--- src/rtl/hcr_pkg.sv ---
// Overview of operation
// - function 11 falling edge: clear, open gate
// - function 11 rising edge: capture, close gate
// - function 5 rising edge: reset, keep counting
// - count inside configured range sets bit
// - counter and capture are 32 bits
// - pulse output held for configured duration
// - switch off simple, on linear/circular
// - combining ANDs both channel patterns
package hcr_pkg;
	// ----------------------------------------
	// widths and codes
	// ----------------------------------------
	localparam int CNT_W = 32; // count width
	localparam int NRANGE = 2; // ranges per channel
	localparam int NOUT = 2; // output bits
	localparam int FUNC_W = 4; // input function code width
	localparam logic [3:0] FUNC_NONE = 4'h0; // no function
	localparam logic [3:0] FUNC_RESET_RISE = 4'h5; // reset on rising edge
	localparam logic [3:0] FUNC_RSCC = 4'hb; // reset, stop, capture, continue
	localparam logic [31:0] CNT_RESET = 32'h0000_0000; // count reset value
	localparam logic [31:0] PULSE_DEF = 32'h0000_0001; // default pulse cycles

	// one range of a channel
	typedef struct packed {
		logic [31:0] low; // inclusive lower bound
		logic [31:0] high; // inclusive upper bound
		logic [1:0] set_mask; // output bits this range sets
	} hcr_range_s;

	// host controls of one channel
	typedef struct packed {
		logic sw_reset; // software reset pulse
		logic gate_open; // software gate open pulse
		logic gate_close; // software gate close pulse
	} hcr_ctl_s;
endpackage

--- src/rtl/hcr_sync.sv ---
`timescale 1ns/100ps
// two-flop synchroniser with edge outputs
module hcr_sync (
	input wire logic sys_clk,
	input wire logic rst_n,
	input wire logic din,
	output logic level,
	output logic rise,
	output logic fall
);
	// ----------------------------------------
	// state
	// ----------------------------------------
	logic meta; // first stage, read only by second
	logic stable; // second stage
	logic prev; // delayed copy for edges
	logic next_meta;
	logic next_stable;
	logic next_prev;

	// next values
	always_comb begin
		next_meta = din;
		next_stable = meta;
		next_prev = stable;
	end

	// registers
	always_ff @(posedge sys_clk or negedge rst_n) begin
		if (!rst_n) begin
			meta <= 1'b0;
			stable <= 1'b0;
			prev <= 1'b0;
		end else begin
			meta <= next_meta;
			stable <= next_stable;
			prev <= next_prev;
		end
	end

	// edges from the stable stages only
	assign level = stable;
	assign rise = stable & ~prev;
	assign fall = ~stable & prev;
endmodule

--- src/rtl/hcr_top.sv ---
`timescale 1ns/100ps
// one counter channel with input functions, range outputs and capture
module hcr_top #(
	parameter logic [31:0] PULSE_CYCLES = hcr_pkg::PULSE_DEF
) (
	input wire logic sys_clk,
	input wire logic rst_n,
	input wire logic count_pulse, // encoder pulse pin
	input wire logic first_digital_input, // sensor pin
	input wire logic [3:0] input_function, // function of the input
	input wire logic mode_switch, // off simple, on linear/circular
	input wire hcr_pkg::hcr_ctl_s host_ctl, // host reset and gate pulses
	input wire hcr_pkg::hcr_range_s range0, // range 0 configuration
	input wire hcr_pkg::hcr_range_s range1, // range 1 configuration
	input wire logic [1:0] pulse_mode, // bit held for pulse duration
	input wire logic combine_en, // and with other channel pattern
	input wire logic [1:0] other_pattern, // pattern of other channel
	input wire logic unit_read_command, // host read request pulse
	output logic [31:0] count_value, // live count
	output logic [31:0] read_data, // captured value on read
	output logic read_valid, // read answer strobe
	output logic gate_state, // gate is open
	output logic [1:0] output_pattern, // this channel pattern
	output logic [1:0] first_digital_output // driven output bits
);
	// ----------------------------------------
	// input conditioning
	// ----------------------------------------
	logic pin_rise; // input rising edge
	logic pin_fall; // input falling edge
	logic cnt_rise; // counted pulse edge

	// sensor input
	hcr_sync u_pin (
		.sys_clk(sys_clk),
		.rst_n(rst_n),
		.din(first_digital_input),
		.level(),
		.rise(pin_rise),
		.fall(pin_fall)
	);

	// encoder pulse input
	hcr_sync u_cnt (
		.sys_clk(sys_clk),
		.rst_n(rst_n),
		.din(count_pulse),
		.level(),
		.rise(cnt_rise),
		.fall()
	);

	// ----------------------------------------
	// counter, gate and capture
	// ----------------------------------------
	logic [31:0] capture; // captured count
	logic [31:0] next_count;
	logic [31:0] next_capture;
	logic next_gate;
	logic [31:0] next_read_data;
	logic next_read_valid;
	logic fn_active; // input functions only with switch on

	// count, gate and capture next values
	always_comb begin
		fn_active = mode_switch;
		next_count = count_value;
		next_capture = capture;
		next_gate = gate_state;
		next_read_data = read_data;
		next_read_valid = 1'b0;
		// closed gate holds the count
		if (gate_state && cnt_rise) begin
			next_count = count_value + 32'h0000_0001;
		end
		// host controls, active in both switch settings
		if (host_ctl.gate_close) begin
			next_gate = 1'b0;
		end
		if (host_ctl.gate_open) begin
			next_gate = 1'b1;
		end
		if (host_ctl.sw_reset) begin
			next_count = hcr_pkg::CNT_RESET;
		end
		// digital input functions
		if (fn_active && input_function == hcr_pkg::FUNC_RSCC) begin
			if (pin_fall) begin
				next_count = hcr_pkg::CNT_RESET;
				next_gate = 1'b1;
			end
			if (pin_rise) begin
				next_capture = count_value;
				next_gate = 1'b0;
			end
		end
		if (fn_active && input_function == hcr_pkg::FUNC_RESET_RISE && pin_rise) begin
			next_count = hcr_pkg::CNT_RESET;
		end
		// captured value only answers an explicit read
		if (unit_read_command) begin
			next_read_data = capture;
			next_read_valid = 1'b1;
		end
	end

	// count registers
	always_ff @(posedge sys_clk or negedge rst_n) begin
		if (!rst_n) begin
			count_value <= hcr_pkg::CNT_RESET;
			capture <= hcr_pkg::CNT_RESET;
			gate_state <= 1'b0;
			read_data <= hcr_pkg::CNT_RESET;
			read_valid <= 1'b0;
		end else begin
			count_value <= next_count;
			capture <= next_capture;
			gate_state <= next_gate;
			read_data <= next_read_data;
			read_valid <= next_read_valid;
		end
	end

	// ----------------------------------------
	// range comparison and outputs
	// ----------------------------------------
	// inclusive range test
	function automatic logic in_range(input logic [31:0] v, input hcr_pkg::hcr_range_s r);
		in_range = (v >= r.low) && (v <= r.high);
	endfunction

	logic [1:0] level_pat; // range-driven pattern
	logic [1:0] prev_level; // pattern one cycle ago
	logic [1:0] pulse_pat; // pulse-shaped pattern
	logic [31:0] pulse_cnt [2]; // remaining pulse cycles
	logic [1:0] next_pattern;
	logic [1:0] next_out;
	logic [1:0] next_pulse_pat;
	logic [31:0] next_pulse_cnt [2];
	logic [1:0] eff_pat; // pattern after pulse shaping

	// pattern, pulse timers and combining
	always_comb begin
		level_pat = 2'h0;
		if (in_range(count_value, range0)) begin
			level_pat = level_pat | range0.set_mask;
		end
		if (in_range(count_value, range1)) begin
			level_pat = level_pat | range1.set_mask;
		end
		next_pulse_pat = pulse_pat;
		for (int i = 0; i < 2; i++) begin
			next_pulse_cnt[i] = pulse_cnt[i];
			if (level_pat[i] && !prev_level[i]) begin
				next_pulse_cnt[i] = PULSE_CYCLES;
				next_pulse_pat[i] = 1'b1;
			end else if (pulse_cnt[i] > 32'h0000_0001) begin
				next_pulse_cnt[i] = pulse_cnt[i] - 32'h0000_0001;
			end else begin
				next_pulse_cnt[i] = 32'h0000_0000;
				next_pulse_pat[i] = 1'b0;
			end
		end
		eff_pat = (level_pat & ~pulse_mode) | (pulse_pat & pulse_mode);
		next_pattern = eff_pat;
		next_out = combine_en ? (eff_pat & other_pattern) : eff_pat;
	end

	// output registers
	always_ff @(posedge sys_clk or negedge rst_n) begin
		if (!rst_n) begin
			prev_level <= 2'h0;
			pulse_pat <= 2'h0;
			pulse_cnt[0] <= 32'h0000_0000;
			pulse_cnt[1] <= 32'h0000_0000;
			output_pattern <= 2'h0;
			first_digital_output <= 2'h0;
		end else begin
			prev_level <= level_pat;
			pulse_pat <= next_pulse_pat;
			pulse_cnt[0] <= next_pulse_cnt[0];
			pulse_cnt[1] <= next_pulse_cnt[1];
			output_pattern <= next_pattern;
			first_digital_output <= next_out;
		end
	end

	// ----------------------------------------
	// checks
	// ----------------------------------------
	AST_FUNC11_FALL: assert property (@(posedge sys_clk) disable iff (!rst_n)
		(mode_switch && input_function == hcr_pkg::FUNC_RSCC && pin_fall && !host_ctl.gate_close)
		|=> (gate_state && count_value == 32'h0000_0000))
		else $error("function 11 fall did not clear and open");
	AST_FUNC11_RISE: assert property (@(posedge sys_clk) disable iff (!rst_n)
		(mode_switch && input_function == hcr_pkg::FUNC_RSCC && pin_rise)
		|=> (!gate_state && capture == $past(count_value)))
		else $error("function 11 rise did not capture and close");
	AST_FUNC5: assert property (@(posedge sys_clk) disable iff (!rst_n)
		(mode_switch && input_function == hcr_pkg::FUNC_RESET_RISE && pin_rise
		&& !host_ctl.gate_close && !host_ctl.gate_open)
		|=> (count_value == 32'h0000_0000 && gate_state == $past(gate_state)))
		else $error("function 5 did not reset or touched gate");
	AST_RANGE: assert property (@(posedge sys_clk) disable iff (!rst_n)
		(in_range(count_value, range0) && range0.set_mask[0] && !pulse_mode[0])
		|=> output_pattern[0])
		else $error("range did not set output bit");
	AST_READ: assert property (@(posedge sys_clk) disable iff (!rst_n)
		unit_read_command |=> (read_valid && read_data == $past(capture)))
		else $error("read did not return capture");
	AST_PULSE: assert property (@(posedge sys_clk) disable iff (!rst_n)
		(pulse_pat[0] && pulse_cnt[0] == 32'h0000_0001 && !(level_pat[0] && !prev_level[0]))
		|=> !pulse_pat[0])
		else $error("pulse not released");
	AST_COMBINE: assert property (@(posedge sys_clk) disable iff (!rst_n)
		combine_en |=> (first_digital_output == (output_pattern & $past(other_pattern))))
		else $error("combined output wrong");
	AST_HOLD: assert property (@(posedge sys_clk) disable iff (!rst_n)
		(!gate_state && !host_ctl.sw_reset && !pin_rise && !pin_fall)
		|=> $stable(count_value))
		else $error("closed gate changed count");
	AST_SIMPLE: assert property (@(posedge sys_clk) disable iff (!rst_n)
		(!mode_switch && pin_fall && !host_ctl.gate_open && !host_ctl.gate_close
		&& !host_ctl.sw_reset)
		|=> gate_state == $past(gate_state))
		else $error("input function acted in simple mode");
endmodule

--- config.mk ---
export PLATFORM = sky130hd
export DESIGN_NAME = hcr_top
export DESIGN_NICKNAME = d
export VERILOG_FILES = /design/src/rtl/hcr_pkg.sv /design/src/rtl/hcr_sync.sv /design/src/rtl/hcr_top.sv
export SDC_FILE = /design/constraint.sdc
export NUM_CORES = 1
export LEC_CHECK = 0
export ABC_CLOCK_PERIOD_IN_PS = 2800
export BUFFER_PORTS_ARGS = -buffer_cell sky130_fd_sc_hd__clkbuf_2
export CAP_MARGIN = 30
export CORE_UTILIZATION = 52
export CTS_BUF_LIST = sky130_fd_sc_hd__clkbuf_4
export DETAILED_ROUTE_END_ITERATION = 8
export PLACE_DENSITY = 0.84
export SKIP_CTS_REPAIR_TIMING = 1
export SLEW_MARGIN = 20
export SYNTH_ARGS = -nofsm -noshare
export SYNTH_HDL_FRONTEND = slang
export SYNTH_SLANG_ARGS = --single-unit
--- constraint.sdc ---
create_clock -name sys_clk -period 2.8 [get_ports sys_clk]
set_clock_uncertainty 0.15 [all_clocks]
set_input_delay 0.14 -clock sys_clk [delete_from_list [all_inputs] [get_ports sys_clk]]
set_output_delay 0.14 -clock sys_clk [all_outputs]
set_load 0.01 [all_outputs]
After elaboration in Yosys (flattened, before gate mapping)
Cells that the tools add are included.
{ "totals": {"reg_bits": 176, "latchBits": 0, "ram_bits": 0, "mem_bits_ro": 0, "inputBits": 150, "memories": 0} }
{ "op_classes": {"addsub": 3, "mul": 0, "div_mod_pow": 0, "order_cmp": 6, "n_eq_ne": 4, "shift": 0, "n_mux": 22, "n_bitwise": 12, "n_reduce_logical": 11} }
{ "ops": {"columns": ["cell", "n"], "rows": [
  ["2-to-1 mux 32 bit", 9],
  [">= comparator 32 bit", 2],
  ["> comparator 32 x 1 -> 1 bit, second input constant", 2],
  ["less-or-equal comparator 32 bit", 2],
  ["subtractor 32 x 1 -> 32 bit, second input constant", 2],
  ["adder 32 x 1 -> 32 bit, second input constant", 1],
  ["2-to-1 mux 1 bit", 10],
  ["logical AND 1 bit", 8],
  ["AND 2 bit", 3],
  ["2-to-1 mux 2 bit", 3],
  ["equality test 4 x 3 -> 1 bit, second input constant", 1],
  ["equality test 4 bit, second input constant", 1],
  ["!= test 2 bit, second input constant", 2],
  ["bitwise OR 2 bit", 2],
  ["AND 1 bit", 3],
  ["inverter 1 bit", 3],
  ["logical NOT 1 bit", 2],
  ["inverter 2 bit", 1],
  ["AND reduction 2 bit", 1]
]} }

Depth between registers and ports, before layout
{ "depth": {"ltp_word": 9, "mapped_depth": 10, "ltp_nobuf": 9} }

By module
A second synthesis with hierarchy kept.
{ "hier_totals": {"cells_unflattened": 1167, "area_unflattened_um2": 11134.4} }
{ "modules_own_cells": {"columns": ["mod", "n_inst", "cells_each", "area_each_um2"], "rows": [
  ["hcr_top", 1, 1157, 10954.3],
  ["hcr_sync", 2, 5, 90.1]
]} }

Worst setup path before layout
No wires, ideal clock.
{ "synth_path": {"path_type": "flip-flop to flip-flop", "from": "reg count_value[15]", "to": "reg pulse_cnt[12] (netlist name)", "t_arrival_ns": 2.705, "required_time_ns": 2.512, "slack_ns": -0.193, "path_stages_with_launch": 10, "path_buffers": 1, "cell_sequence": "dfrtp_1 -> ha_1 -> nand4_1 -> or4_1 -> o32ai_1 -> o311a_1 -> o22ai_1 -> o32ai_2 -> buf_2 -> a21oi_1"} }
{ "synth_rtl": {"columns": ["item", "line", "text"], "rows": [
  ["from (decl)", "hcr_top.sv:19", "output logic [31:0] count_value,"],
  ["from (signal assigned)", "hcr_top.sv:110", "count_value <= hcr_pkg::CNT_RESET;"],
  ["from (signal assigned)", "hcr_top.sv:116", "count_value <= next_count;"],
  ["to (decl)", "hcr_top.sv:135", "logic [31:0] pulse_cnt [2];"]
]} }

Final worst setup path
{ "layout_path": {"from": "reg count_value[29]", "to": "reg first_digital_output[1]"} }
{ "layout_between": {"elab_chain_len": 9, "elab_cells_between_ends": 13} }
{ "layout_rtl": {"columns": ["item", "line", "text"], "rows": [
  [">= comparator 32 bit or less-or-equal comparator 32 bit (tied branches)", "hcr_top.sv:129", "in_range = (v >= r.low) && (v <= r.high);"],
  ["logical AND 1 bit", "hcr_top.sv:129", null],
  ["2-to-1 mux 2 bit", "hcr_top.sv:145", "if (in_range(count_value, range0)) begin"],
  ["bitwise OR 2 bit", "hcr_top.sv:149", "level_pat = level_pat | range1.set_mask;"],
  ["2-to-1 mux 2 bit (*)", "hcr_top.sv:148", "if (in_range(count_value, range1)) begin"],
  ["AND 2 bit (*)", "hcr_top.sv:164", "eff_pat = (level_pat & ~pulse_mode) | (pulse_pat & pulse_mode);"],
  ["bitwise OR 2 bit (*)", "hcr_top.sv:164", null],
  ["AND 2 bit", "hcr_top.sv:166", "next_out = combine_en ? (eff_pat & other_pattern) : eff_pat;"],
  ["2-to-1 mux 2 bit (*)", "hcr_top.sv:166", null],
  ["net next_out[1]", "hcr_top.sv:137", "logic [1:0] next_out;"],
  ["to (signal assigned)", "hcr_top.sv:184", "first_digital_output <= next_out;"],
  ["to (decl)", "hcr_top.sv:24", "output logic [1:0] first_digital_output"]
]} }
Mark *: on every way through the listed nets, which the timed path passes. The rest lies on a longest branch.
A chain may end at the register's enable or synchronous reset.

==> summary.txt <==
Run status
  • Status: finished with violations
  • Failing checks: setup timing

Floorplanning
  • DIE WIDTH: 148 um
  • Die Height: 148 um
  • Die area: 21900 um2
  • Initial Utilization: 52.9%
  • CORE AREA: 21000 um2
  • Number of cell rows: 53
  • Ports: 220

Clocking
  • CTS tree: done
  • H-tree depth: 4
  • Clk slew on worst S/H paths: 0.15 ns
  • CTS root buf: clkbuf_4
  • Clk sinks: 176
  • CTS Buf Count: 17
  • Clk buf depth: 2
  • Worst skew pair latency: 0.59 ns

Global routing
  • M3 GR Usage: 4.41%
  • Initial antenna violation count: 1
  • Gr ovfl total: 0
  • Vias in the first global route: 9627
  • Tot GR Track Use: 26.1%
  • First-pass GRT wire length: 45.4 mm
  • Largest net degree at the start of global routing: 67
  • Busiest layer in global routing: met2
  • Met2 Use GR: 46.4%
  • Global-route met1 utilization: 31.3%

Yosys
  • Synth Instances: 1177
  • Yosys reg bits: 176
  • Post-synth EDFFs: 0
  • Commonest cells post-synth: dfrtp_1 (176), inv_1 (140), ha_1 (133), nand2_1 (125), a21oi_1 (117)
  • Ys flop type: dfrtp_1
  • Number of library cell types mapped by synthesis: 53
  • Area leader, netlist: dfrtp_1
  • Syn avg cell area: 9.42 um2
  • Yosys top cell area share: 39.7%
  • Mapped Area: 11100 um2
  • Seq/Total Area, Yosys: 39.7%
  • Top-count cell post-synth: dfrtp_1
  • Yosys Warn Count: 0
  • Largest cells by area after synthesis: dfrtp_1 (40%), ha_1 (15%), mux2_2 (6.5%), a21oi_1 (5.3%), inv_1 (4.7%)
  • Syn Nets: 1460
  • Asr flop ratio synth: 100%

Power and ir drop
  • Power per cell area: 413 nW/um2
  • Logic pwr share: 21.2%
  • P_sw: 2.01 mW
  • P_int: 4.01 mW
  • Static Leak: 7.78 nW
  • Power Total: 6.03 mW
  • Clock Power Share: 24.7%
  • VDD IR max: 0.366 mV
  • Sw Ratio: 33.4%
  • Share of power burned in registers: 54.1%

Worst setup path
  • Worst Path Required: 3.13 ns
  • Maximum fanout along the worst path: 8
  • Buf/Inv on CP: 4
  • CP cell instances: buf_6 > ha_1 > a21o_1 > a21o_1 > a21oi_1 > o221ai_1 > o21ai_1 > buf_4 > o32ai_4 > buf_12 > buf_12 > o221a_2
  • Crit-path max cell delay: 0.43 ns
  • WP data arrival: 3.44 ns
  • Crit Path Class: register to register
  • Max stage delay cell, worst path: dfrtp_1
  • FF-to-FF setup slack: -0.31 ns
  • CP Capture Type: register
  • Critical Path Start Type: register
  • Critical path's top delay family: compound AO/OA/AOI/OAI gates

Timing
  • Fin crit share: 111%
  • Max transition margin: 41.3%
  • Fin crit period: 3.11 ns
  • Achievable frequency: 0.322 GHz
  • Final hold vios: 0
  • Hold Slack: 0.0637 ns
  • Worst slew pin tran: 0.880 ns
  • Final setup viols: 72
  • Fin worst setup slack: -0.310 ns
  • Max Slew Vio Count: 0
  • RSZ-0062 raised after global routing: true

Layout
  • Final-stage net count: 1805
  • Fillers: 1458
  • Area grow syn2layout: 31.7%
  • Final core utilization: 69.7%
  • Layout cells sized above 1: 34.2%

Placement
  • Dpl hpwl: 21.9 mm
  • Port bufs: 219
  • GP Congestion: 0.940

Detailed routing
  • Via/cell ratio: 5.66
  • Post-DRT Antenna Nets: 0
  • DRC: 0
  • Number of DRC markers in iteration 0: 723
  • WL final: 32.4 mm
  • Detailed Routing Iterations Pass 1: 6
  • Routed length per instance: 17.9 um
  • Via count: 10.2k

Worst hold path
  • Hold WC Path Type: primary input to register

Flow run
  • Max-cap viol count: 0
-- cell families (layout without fill, tap and decap cells) --
kind of cell             Yosys count  count (layout)  synth area share [%]
AND/OR/NAND/NOR                  361             361                  16.2
AO/OA/AOI/OAI                    188             188                  10.1
flip-flops                       176             176                  39.7
buffers and inverters            171             529                  5.89
adder cells (fa/ha/maj)          133             133                  15.0
XOR/XNOR                          84              84                  6.64
multiplexers                      64              64                  6.50
other                              0               1                     0
-- stage by stage --
stage,setup slack [ns],area [um2],std cells,setup TNS (ns)
6_report,-0.310,14600,1811,-16.85
4_1_cts,-0.366,13500,1762,-17.39
5_1_grt,-0.434,14600,1811,-23.97
3_5_place_dp,-0.356,13200,1730,-15.79
2_1_floorplan,-0.0964,11200,1177,-5.17
3_3_place_gp,-0.295,13200,1729,-12.60
-- cell type report --
class	instances	area [um2]	share of cell area [%]
Timing Repair Buffer	357	2440	16.7
Tap cell	275	344	2.36
Clock buffer	18	135	0.926
Inverter	140	526	3.60
Antenna cell	1	2.50	0.0171
Multi-Input combinational cell	830	6570	45.0
Clock inverter	14	168	1.15
Sequential cell	176	4420	30.3
-- power by group through the flow --
| stage | registers (mW) | clock network (mW) | logic (mW) |
|---|---|---|---|
| floorplan | 3.20 | 0 | 0.790 |
| global placement | 3.25 | 0 | 1.09 |
| detailed placement | 3.27 | 0 | 1.15 |
| CTS | 3.23 | 1.51 | 1.17 |
| global route | 3.30 | 1.62 | 1.43 |
| finish | 3.26 | 1.49 | 1.28 |
-- cell usage in the layout (no fill, tap or decap), types with 6 or more instances in the layout --
cell / netlist / layout
a21o_1: 8 / 8
a21oi_1: 117 / 105
a21oi_2: 1 / 13
and4_1: 10 / 6
buf_4: 0 / 97
buf_6: 0 / 11
clkbuf_16: 0 / 6
clkbuf_2: 0 / 218
clkbuf_4: 0 / 18
dfrtp_1: 176 / 163
dfrtp_2: 0 / 13
dlygate4sd3_1: 0 / 14
ha_1: 133 / 114
ha_4: 0 / 19
inv_1: 140 / 139
mux2_2: 64 / 64
nand2_1: 125 / 122
nand2b_1: 11 / 9
nand3_1: 26 / 25
nand4_1: 22 / 22
nor2_1: 68 / 65
nor3_1: 29 / 29
nor4_1: 21 / 16
o21a_1: 9 / 9
o21ai_0: 22 / 18
or3_1: 11 / 11
or4_1: 9 / 8
xnor2_1: 29 / 29
xor2_1: 55 / 55
-- state kept, by name (all words and copies together) (netlist names) --
name and cells:
u_cnt.prev 1, u_pin.meta 1, u_cnt.meta 1, u_pin.level 1, u_cnt.level 1, capture 32, read_valid 1, first_digital_output 2
pulse_pat 2, gate_state 1, pulse_cnt 64, u_pin.prev 1, count_value 32, output_pattern 2, read_data 32, prev_level 2
-- per-layer routing --
layer | part of all wire, % | wire length (um)
met4 | 3.5 | 1140
met2 | 50 | 16300
met1 | 40 | 12800
met5 | 0 | 0
met3 | 6.5 | 2100
-- final timing paths --
check | startpoint | end | depth (start not counted)
min reg2reg | u_pin.meta$_DFF_PN0_ | u_pin.level$_DFF_PN0_ | 0
max reg2reg | count_value[29]$_DFF_PN0_ | first_digital_output[1]$_DFF_PN0_ | 12
max in group asynchronous | rst_n | pulse_cnt[50]$_DFF_PN0_ | 4
min in group asynchronous | rst_n | read_data[20]$_DFFE_PN0P_ | 3
min | first_digital_input | u_pin.meta$_DFF_PN0_ | 2
max | count_value[29]$_DFF_PN0_ | first_digital_output[1]$_DFF_PN0_ | 12
(Power assumes the default switching activity.)
